`src/csp_consts.vh`:
```
`ifndef CSP_CONSTS_VH
`define CSP_CONSTS_VH
// Serial mode codes in control bits (3,2).
`define CSP_MODE_LSB      2
`define CSP_MODE_EXT      2'h2
`define CSP_MODE_INT      2'h3
// Command codes in control bits (7,6).
`define CSP_CMD_LSB       6
`define CSP_CMD_NONE      2'h0
`define CSP_CMD_SEND      2'h1
`define CSP_CMD_RECV      2'h2
`define CSP_CMD_BOTH      2'h3
// Status bit positions.
`define CSP_ST_RX_FULL    7
`define CSP_ST_TX_FULL    3
`define CSP_ST_TX_BUSY    2
// Burst length and reset value of the control register.
`define CSP_BITS          8
`define CSP_CTRL_RST      8'h00
// Internal divider default, half the serial period in clocks.
`define CSP_DIV_RST       8'h01
`endif

```
`src/csp_port.v`:
```
`include "csp_consts.vh"
`default_nettype none
// Contract
// - Every transfer is an eight-clock burst, least significant bit first.
// - Default mode shifts transmit on falling edge, samples on rising edge.
// - Control bits 3..2 enable clocked mode with internal or external clock.
// - clk_invert clear samples on rising edge; clk_invert set samples on falling edge and shifts on rising.
// - Internal clock transfers may optionally wait for a selected timer match pulse.
// - Control bits 7..6 command send, receive, or both for one byte.
// - Reading the address register returns data and starts the next receive.
// - Writing the address register loads data and starts a transmit.
// - Internal clock: loaded byte moves to shifter when idle, eight-clock burst.
// - Send code is double buffered: one shifting, one waiting.
// - Internal clock: receive code while idle makes an eight-clock burst.
// - Internal clock receive holds one waiting code while a burst shifts; a further code is dropped.
// - Receive sets ready flag at the sampling edge of the last clock: rising, or falling with clk_invert set.
// - Internal clock: receive code by the last sampling edge continues without a pause.
// - External clock: queued byte moves to shifter as soon as the engine leaves idle, before the clock arrives.
// - Receive with silent peer captures the last bit level eight times.
// - Internal serial clock never exceeds half the core clock.
// - External clock is synchronised over two to three core clocks.
// - External mode samples the data line on a core clock rising edge.
// - Received byte sets status bit 7 and interrupt; data read clears both.
// - A write to status or data register clears the transmit interrupt; a set in the same cycle wins.
module csp_port #(
	parameter BITS = `CSP_BITS
) (
	// Clock and reset.
	input  wire        mclk,
	input  wire        rst,
	// Control register write and configuration.
	input  wire        ctrl_wr,
	input  wire [7:0]  ctrl_wdata,
	input  wire        clk_invert,
	input  wire [7:0]  half_period,
	input  wire        timer_sync_en,
	input  wire        timer_sel,
	input  wire [1:0]  timer_match,
	// Data, address and status register accesses.
	input  wire        data_wr,
	input  wire        data_rd,
	input  wire        port_address_register_wr,
	input  wire        port_address_register_rd,
	input  wire        status_wr,
	input  wire [7:0]  wdata,
	output reg  [7:0]  rx_data,
	output wire [7:0]  status,
	output reg  [7:0]  ctrl_q,
	// Interrupt requests.
	output reg         rx_irq,
	output reg         tx_irq,
	// Serial pins.
	input  wire        receive_data_line,
	output reg         tx_data_line,
	input  wire        serial_clock_line_i,
	output reg         serial_clock_line_o,
	output wire        serial_clock_line_oe
);
	// Engine states: idle, waiting for a start condition, shifting a burst.
	localparam ST_IDLE  = 2'h0;
	localparam ST_WAIT  = 2'h1;
	localparam ST_SHIFT = 2'h2;

	// Decode of a command word into send and receive requests.
	function [1:0] cmd_dec;
		input [1:0] c;
		begin
			cmd_dec = {c == `CSP_CMD_RECV || c == `CSP_CMD_BOTH, c == `CSP_CMD_SEND || c == `CSP_CMD_BOTH};
		end
	endfunction

	// Mode field and command decode.
	wire [1:0] mode     = ctrl_q[`CSP_MODE_LSB+1:`CSP_MODE_LSB];
	wire       int_mode = (mode == `CSP_MODE_INT);
	wire       ext_mode = (mode == `CSP_MODE_EXT);
	wire       clk_on   = int_mode | ext_mode;
	wire [1:0] ctrl_req = ctrl_wr ? cmd_dec(ctrl_wdata[`CSP_CMD_LSB+1:`CSP_CMD_LSB]) : 2'h0;

	// Engine registers.
	reg  [1:0] state_q;
	reg  [7:0] tx_buf_q;
	reg        tx_pend_q;
	reg        rx_pend_q;
	reg  [7:0] tx_sh_q;
	reg  [7:0] rx_sh_q;
	reg        do_tx_q;
	reg        do_rx_q;
	reg  [3:0] bit_q;

	// Divider and internal clock registers.
	reg  [7:0] div_q;
	reg        sclk_q;

	// Status and pin history registers.
	reg        rx_full_q;
	reg        ext_prev_q;
	reg        rxd_s2_q;

	// Synchronised pin levels.
	wire       ext_clk_s;
	wire       rxd_s;

	// Pin inputs from the peer pass two flip-flops first.
	csp_sync u_sync_clk (
		.mclk (mclk),
		.rst  (rst),
		.d    (serial_clock_line_i),
		.q    (ext_clk_s)
	);
	csp_sync u_sync_rxd (
		.mclk (mclk),
		.rst  (rst),
		.d    (receive_data_line),
		.q    (rxd_s)
	);

	// External clock edges, found two clocks behind the pin.
	wire ext_rise = ext_clk_s & ~ext_prev_q;
	wire ext_fall = ~ext_clk_s & ext_prev_q;

	// Divider tick and reload value; a half period of zero is held at one clock.
	wire       div_tick   = (div_q == 8'h00);
	wire [7:0] div_reload = (half_period == 8'h00) ? 8'h00 : half_period - 8'h01;
	wire       int_run    = int_mode && (state_q == ST_SHIFT);

	// Next internal clock level; the pin register loads it so pin edges and strobes share one cycle.
	wire sclk_d = int_run ? (sclk_q ^ div_tick) : 1'b0;

	// The pin rises where sclk_q falls, or the other way round when the clock is inverted.
	wire int_rise = int_run && div_tick && (clk_invert ? !sclk_q : sclk_q);
	wire int_fall = int_run && div_tick && (clk_invert ? sclk_q : !sclk_q);

	// Edge roles: clk_invert moves sampling to the falling edge.
	// The leading edge of a burst always shifts, so nothing is sampled before bit 0 is out.
	wire raw_rise   = int_mode ? int_rise : (ext_mode && ext_rise);
	wire raw_fall   = int_mode ? int_fall : (ext_mode && ext_fall);
	wire samp_edge  = clk_invert ? raw_fall : raw_rise;
	wire shift_edge = clk_invert ? raw_rise : raw_fall;

	// Received bit. External mode adds one stage to line up with the clock's edge detector.
	// With the internal clock the data line lags the pin by the synchroniser, so a half
	// period shorter than three clocks would sample a stale level.
	wire rx_bit = int_mode ? rxd_s : rxd_s2_q;

	// Requests from commands and from address register accesses.
	wire send_req = ctrl_req[0] | port_address_register_wr;
	wire recv_req = ctrl_req[1] | port_address_register_rd;
	wire rd_any   = data_rd | port_address_register_rd;
	wire wr_any   = data_wr | port_address_register_wr;

	// Timer gate and burst boundaries.
	wire timer_ok    = !timer_sync_en || timer_match[timer_sel];
	wire last_bit    = (bit_q == BITS - 1);
	wire burst_start = (state_q == ST_WAIT) && (ext_mode || (int_mode && timer_ok));
	wire burst_last  = (state_q == ST_SHIFT) && samp_edge && last_bit;

	// The internal clock runs on into the next byte when work is queued by the last sampling edge.
	wire burst_more = burst_last && int_mode && timer_ok && (rx_pend_q || recv_req || tx_pend_q);
	wire load_now   = burst_start || burst_more;

	// Flag strobes: byte received, data register emptied, transmitter gone idle.
	wire rx_done  = burst_last && do_rx_q;
	wire tx_empty = load_now && tx_pend_q;
	wire tx_idle  = burst_last && !burst_more && do_tx_q && !tx_pend_q;

	// Status register view.
	assign status = {rx_full_q, 3'h0, tx_pend_q, (state_q != ST_IDLE) & do_tx_q, 2'h0};

	// The clock pin is driven only while an internal burst runs.
	assign serial_clock_line_oe = int_run;

	// Control register holds mode bits; command field is not stored.
	always @(posedge mclk or posedge rst) begin
		if (rst) begin
			ctrl_q <= `CSP_CTRL_RST;
		end else if (ctrl_wr) begin
			ctrl_q <= {2'h0, ctrl_wdata[5:0]};
		end
	end

	// Previous synchronised clock level for edge finding, and the matching data delay.
	always @(posedge mclk or posedge rst) begin
		if (rst) begin
			ext_prev_q <= 1'b0;
			rxd_s2_q   <= 1'b0;
		end else begin
			ext_prev_q <= ext_clk_s;
			rxd_s2_q   <= rxd_s;
		end
	end

	// Divider runs only while bursting; at least two clocks per serial period.
	always @(posedge mclk or posedge rst) begin
		if (rst) begin
			div_q  <= `CSP_DIV_RST;
			sclk_q <= 1'b0;
		end else if (int_run) begin
			if (div_tick) begin
				div_q  <= div_reload;
				sclk_q <= ~sclk_q;
			end else begin
				div_q <= div_q - 8'h01;
			end
		end else begin
			div_q  <= div_reload;
			sclk_q <= 1'b0;
		end
	end

	// Clock pin register; it idles high, or low when the clock is inverted.
	always @(posedge mclk or posedge rst) begin
		if (rst) begin
			serial_clock_line_o <= 1'b1;
		end else begin
			serial_clock_line_o <= clk_invert ? sclk_d : ~sclk_d;
		end
	end

	// Transmit buffer and the send and receive codes waiting for a burst.
	always @(posedge mclk or posedge rst) begin
		if (rst) begin
			tx_buf_q  <= 8'h00;
			tx_pend_q <= 1'b0;
			rx_pend_q <= 1'b0;
		end else begin
			// Data write loads the buffer; send code tags it.
			if (wr_any) begin
				tx_buf_q <= wdata;
			end
			if (load_now) begin
				// A send code in the same cycle tags the byte now in the buffer.
				tx_pend_q <= send_req;
				rx_pend_q <= 1'b0;
			end else begin
				if (send_req) begin
					tx_pend_q <= 1'b1;
				end
				// Internal mode holds one waiting receive code while a receive burst shifts; a further code is dropped.
				if (recv_req && (ext_mode || state_q == ST_IDLE || !do_rx_q || !rx_pend_q)) begin
					rx_pend_q <= 1'b1;
				end
			end
		end
	end

	// Direction of the burst in the shifter.
	always @(posedge mclk or posedge rst) begin
		if (rst) begin
			do_tx_q <= 1'b0;
			do_rx_q <= 1'b0;
		end else if (load_now) begin
			do_tx_q <= tx_pend_q;
			do_rx_q <= rx_pend_q | recv_req;
		end else if (burst_last) begin
			do_tx_q <= 1'b0;
			do_rx_q <= 1'b0;
		end
	end

	// Burst state machine.
	always @(posedge mclk or posedge rst) begin
		if (rst) begin
			state_q <= ST_IDLE;
		end else begin
			case (state_q)
				ST_IDLE: begin
					if (clk_on && (tx_pend_q || rx_pend_q)) begin
						state_q <= ST_WAIT;
					end
				end
				ST_WAIT: begin
					// External mode starts at once and waits for the peer's edges; internal waits for a timer match only when timer_sync_en is set.
					if (!clk_on) begin
						state_q <= ST_IDLE;
					end else if (burst_start) begin
						state_q <= ST_SHIFT;
					end
				end
				ST_SHIFT: begin
					if (!clk_on) begin
						state_q <= ST_IDLE;
					end else if (burst_last && !burst_more) begin
						state_q <= (tx_pend_q || rx_pend_q) ? ST_WAIT : ST_IDLE;
					end
				end
				default: begin
					state_q <= ST_IDLE;
				end
			endcase
		end
	end

	// Bit counter counts sampling edges of the burst.
	always @(posedge mclk or posedge rst) begin
		if (rst) begin
			bit_q <= 4'h0;
		end else if (load_now) begin
			bit_q <= 4'h0;
		end else if (state_q == ST_SHIFT && samp_edge && !last_bit) begin
			bit_q <= bit_q + 4'h1;
		end
	end

	// Transmit shifter. Each shift edge drives the next bit, bit 0 first.
	// At a byte boundary the line keeps the last bit through the final sampling edge.
	always @(posedge mclk or posedge rst) begin
		if (rst) begin
			tx_sh_q      <= 8'h00;
			tx_data_line <= 1'b1;
		end else if (burst_start) begin
			tx_sh_q      <= tx_buf_q;
			tx_data_line <= tx_pend_q ? tx_buf_q[0] : 1'b1;
		end else if (burst_more) begin
			tx_sh_q <= tx_buf_q;
		end else if (state_q == ST_SHIFT && shift_edge) begin
			tx_sh_q      <= {1'b1, tx_sh_q[7:1]};
			tx_data_line <= do_tx_q ? tx_sh_q[0] : 1'b1;
		end else if (state_q == ST_IDLE) begin
			tx_data_line <= 1'b1;
		end
	end

	// Receive shifter; a silent peer leaves its last level, which fills every bit.
	always @(posedge mclk or posedge rst) begin
		if (rst) begin
			rx_sh_q <= 8'h00;
		end else if (state_q == ST_SHIFT && samp_edge) begin
			rx_sh_q <= {rx_bit, rx_sh_q[7:1]};
		end
	end

	// Receive holding register, ready flag and request; a fresh byte wins over a read.
	always @(posedge mclk or posedge rst) begin
		if (rst) begin
			rx_data   <= 8'h00;
			rx_full_q <= 1'b0;
			rx_irq    <= 1'b0;
		end else begin
			if (rd_any) begin
				rx_full_q <= 1'b0;
				rx_irq    <= 1'b0;
			end
			if (rx_done) begin
				rx_data   <= {rx_bit, rx_sh_q[7:1]};
				rx_full_q <= 1'b1;
				rx_irq    <= 1'b1;
			end
		end
	end

	// Transmit request: set when the buffer empties or the shifter goes idle; a set wins over a clear.
	always @(posedge mclk or posedge rst) begin
		if (rst) begin
			tx_irq <= 1'b0;
		end else begin
			if (wr_any || status_wr) begin
				tx_irq <= 1'b0;
			end
			if (tx_empty || tx_idle) begin
				tx_irq <= 1'b1;
			end
		end
	end
endmodule // csp_port
`default_nettype wire

```
`src/csp_sync.v`:
```
`default_nettype none
// Two-stage synchroniser for one level from another domain.
module csp_sync (
	// Clock and reset.
	input  wire mclk,
	input  wire rst,
	// Level in and synchronised level out.
	input  wire d,
	output reg  q
);
	reg meta_q;

	// The first stage feeds only the second stage.
	always @(posedge mclk or posedge rst) begin
		if (rst) begin
			meta_q <= 1'b0;
			q      <= 1'b0;
		end else begin
			meta_q <= d;
			q      <= meta_q;
		end
	end
endmodule // csp_sync
`default_nettype wire

```
`config.mk`:
```
export PLATFORM = sky130hd
export DESIGN_NAME = csp_port
export DESIGN_NICKNAME = d
export VERILOG_FILES = /design/src/csp_port.v /design/src/csp_sync.v
export VERILOG_INCLUDE_DIRS = /design/src /design/src/src
export SDC_FILE = /design/constraint.sdc
export NUM_CORES = 1
export LEC_CHECK = 0
export BUFFER_PORTS_ARGS = -buffer_cell sky130_fd_sc_hd__buf_2
export CORE_ASPECT_RATIO = 1.4
export CORE_MARGIN = 1
export CORE_UTILIZATION = 54
export DETAILED_ROUTE_END_ITERATION = 10
export GPL_TIMING_DRIVEN = 0
export PLACE_DENSITY = 0.88
export SYNTH_ARGS = -nofsm -noshare
export SYNTH_HDL_FRONTEND = slang
export SYNTH_HIERARCHICAL = 1
export SYNTH_SLANG_ARGS = --single-unit
```
`constraint.sdc`:
```
create_clock -name mclk -period 2.3 [get_ports mclk]
set_input_delay 0.23 -clock mclk [delete_from_list [all_inputs] [get_ports mclk]]
set_output_delay 0.23 -clock mclk [all_outputs]
set_load 0.005 [all_outputs]
```
==> qor.csv <==
stage,metric,value,unit
sta,min_period,2.220,ns
synthesis,netlist_area,3107,µm²
sta,relSlewSlack,45.37,%
clock_tree,clkTransAtPathRegs,0.07,ns
clock_tree,clockBufferDepth,2,
routing,drtIter0Drc,162,
routing,dr.pass1.iters,4,
grt,busiest_layer,met2,
routing,wl,6095,µm
worst_setup_path,crit_family,flip-flops,
routing,viasPerCell,5.376,
worst_setup_path,critPathKind,reg2reg,
clock_tree,cts_tree,done,
synthesis,ys.flop_type,dfrtp_1,
sta,timing.fmax,450.4,MHz
synthesis,synth_edf_count,0,
finish,most-common-layout-cells,"dfrtp_1 (63), buf_2 (61), nand2_1 (28)",
finish,fin_area,3771,µm²
grt,grt_pass1_vias,2327,
finish,post-route-util,68.25,%
finish,finalNetCount,393,
grt,antenna_found_initial,0,
power_and_ir_drop,ir_drop,0.4908,mV
die,start_util,56.23,%
routing,drc,0,
sta,setup_viol_count_final,0,
die,die_w,66.11,µm
grt,grt_overflow,0,
finish,antenna_cells,0,
synthesis,synth_cells,268,
die,die_y,91.75,µm
power_and_ir_drop,p_total,2824,µW
worst_setup_path,worstSetupStartpointType,flip-flop,
place,place_inst,402,
clock_tree,insertion_delay,0.35,ns
worst_setup_path,cp_slowest_stage_delay,0.56,ns
synthesis,synth_warnings,6,
place,dpl_worst_slack,-0.08290,ns
grt,grtUsageTotal,22.24,%
worst_setup_path,cp_cell_sequence,inv_1 -> ha_1 -> nor3b_2 -> nand4_4 -> a21oi_4 -> or2_0 -> buf_2 -> buf_4 -> a221o_1,
routing,vias,2274,
sta,setup_ws,0.07993,ns
power_and_ir_drop,leakagePower,0.001807,µW
finish,area_growth,21.39,%
synthesis,synth.avg_cell_area,11.59,µm²
worst_setup_path,endpoint_kind,flip-flop,
place,place_hpwl,4457,µm
synthesis,synth.distinct_cells,56,
die,rows,32,
die,die_area,6065,µm²
grt,grt_pass1_wl,10080,µm
synthesis,synthAdderAreaFrac,1.611,%
sta,rsz0062_at_grt,false,
synthesis,synth_xor_area_share,3.665,%
die,coreArea,5525,µm²
clock_tree,cts_inserted_buffers,9,
synthesis,synthTopCellsByArea,"dfrtp_1 (51%), mux2_2 (7.6%), nand2_1 (3.4%), xnor2_1 (3.1%), dfstp_2 (2.5%)",
synthesis,ys_seq_elements,66,
synthesis,synth_async_sr_flop_share,100.0,%
finish,stdcell_count,423,
sta,tightest_slew,0.8165,ns
place,gp_congestion,0.8155,
die,ioPinCount,68,
clock_tree,htreeDepth,3,
worst_setup_path,slowest_stage,dfstp_2,
finish,drive_above_1_share,36.62,%
worst_setup_path,critPathBufInv,3,
synthesis,synth_top_cell_area_share,50.75,%
synthesis,synth_top_family_by_area,simple AND/OR/NAND/NOR gates,
finish,fill_cells,425,
sta,finClkSkew,0.01186,ns
clock_tree,cts.sinks,66,
grt,grtUsageMet3,3.483,%
finish,register_area,1655,µm²
job,max_cap_viol_count,0,
synthesis,synth_top_area_cell,dfrtp_1,
grt,grt.met1_usage,25.73,%
worst_setup_path,cp.arrival,2.45,ns
place,dpl_cell_area,3530,µm²
synthesis,yosys.area_share.simple,15.18,%
sta,finalMaxSlewViolations,0,
sta,period_share,96.52,%
hold_path,hold_path.class,in2reg,
worst_setup_path,crit_fanout,10,
power_and_ir_drop,powerDensity,748.9,nW/µm²
place,io_buffers,59,
synthesis,ys_seq_area_share,53.28,%
run_status,outcome,finished clean,
routing,ant_nets,0,
grt,grt_max_degree,40,
synthesis,synth_compound_area_share,11.80,%
sta,hold_viol_final,0,
clock_tree,root_buffer,clkbuf_8,
grt,grt_use_met2,37.84,%
finish,layout_commonest_cell,dfrtp_1,
worst_setup_path,required,2.53,ns
finish,multiInputGateArea,1341,µm²
synthesis,synthMuxAreaShare,9.545,%
routing,routedWlPerCell,14.41,µm
[final timing paths]
check,slack [ns],cells past startpoint,to,start
setup / recovery,0.08,9,tx_sh_q[0],div_q[0]
hold / removal,0.05,2,div_q[0],half_period[0]
setup reg to reg,0.08,9,tx_sh_q[0],div_q[0]
hold reg to reg,0.37,0,u_sync_rxd/q,u_sync_rxd/meta_q
max in group asynchronous,1.14,4,div_q[0],rst
min in group asynchronous,0.32,3,u_sync_clk/meta_q,rst
[metal layers]
metal  vias to the layer above  part of all wire [%]
li1                       1103                     -
met1                      1104                    42
met2                        58                    52
met3                         9                   3.7
met4                         0                   2.1
met5                         -                     0
[state kept, by name, summed over array words and instances, names as in the netlist, 2 cells and up]
name and cells:
rx_data 8, rx_sh_q 7, div_q 8, bit_q 4, ctrl_q 6, tx_buf_q 8
state_q 2, tx_sh_q 8
[power by group]
group	switching [µW]	internal [µW]	total, µW
registers	135	1340	1480
logic	225	251	476
clock network	453	419	872
[cell usage after synthesis, types with 2 or more instances]
library cell  count
nor3_1            4
buf_4            10
nor2_1           15
o22ai_1           6
nand3b_1          3
inv_1            11
mux2_2           21
a221o_1           6
xor2_1            2
nor3b_1           6
xnor2_1          11
clkbuf_1          2
ha_1              4
nand3_1           2
dfrtp_1          63
nand2_1          28
mux2i_1           6
nor4_1            2
a21oi_1          11
buf_2             2
nand2b_1          3
and2_1            6
dfstp_2           3
and3b_1           3
o21ai_0           7
[cell type report]
| cell class | instances | area share (%) |
|---|---|---|
| clock inverter | 6 | 1.128 |
| multi-input combinational | 181 | 35.57 |
| sequential | 66 | 43.90 |
| timing repair buffer | 65 | 9.555 |
| buffer | 15 | 2.754 |
| clock buffer | 10 | 3.650 |
| inverter | 12 | 1.194 |
| tap | 68 | 2.256 |
[logic make-up (layout without fill, tap and decap cells)]
group	after synthesis	count (layout)
adders and majority gates	4	4
muxes	27	27
buffers and inverters	27	108
and+or+nand+nor	82	82
DFF	66	66
AOI/OAI and AO/OA	48	48
other	1	7
xor gates and xnor gates	13	13
[timing repair]
action                                  4_1_cts  5_1_grt
endpoints found under the setup margin       21        5
setup buffers                                 0        2
resized for setup                             2        1
pin swaps                                     1        2
endpoints found under the hold margin        29        0
hold buffers                                  3        0
[per-stage QoR]
| step | setup TNS, ns | hold WS [ns] |
|---|---|---|
| 3_5_place_dp | -0.5705 | 0.1161 |
| 4_1_cts | 0 | 0.03725 |
| 2_1_floorplan | 0 | -0.02882 |
| 3_3_place_gp | -9.028 | 0.09896 |
| 5_1_grt | 0 | 0.05513 |
| 6_report | 0 | 0.04917 |
(Power assumes the default switching activity.)
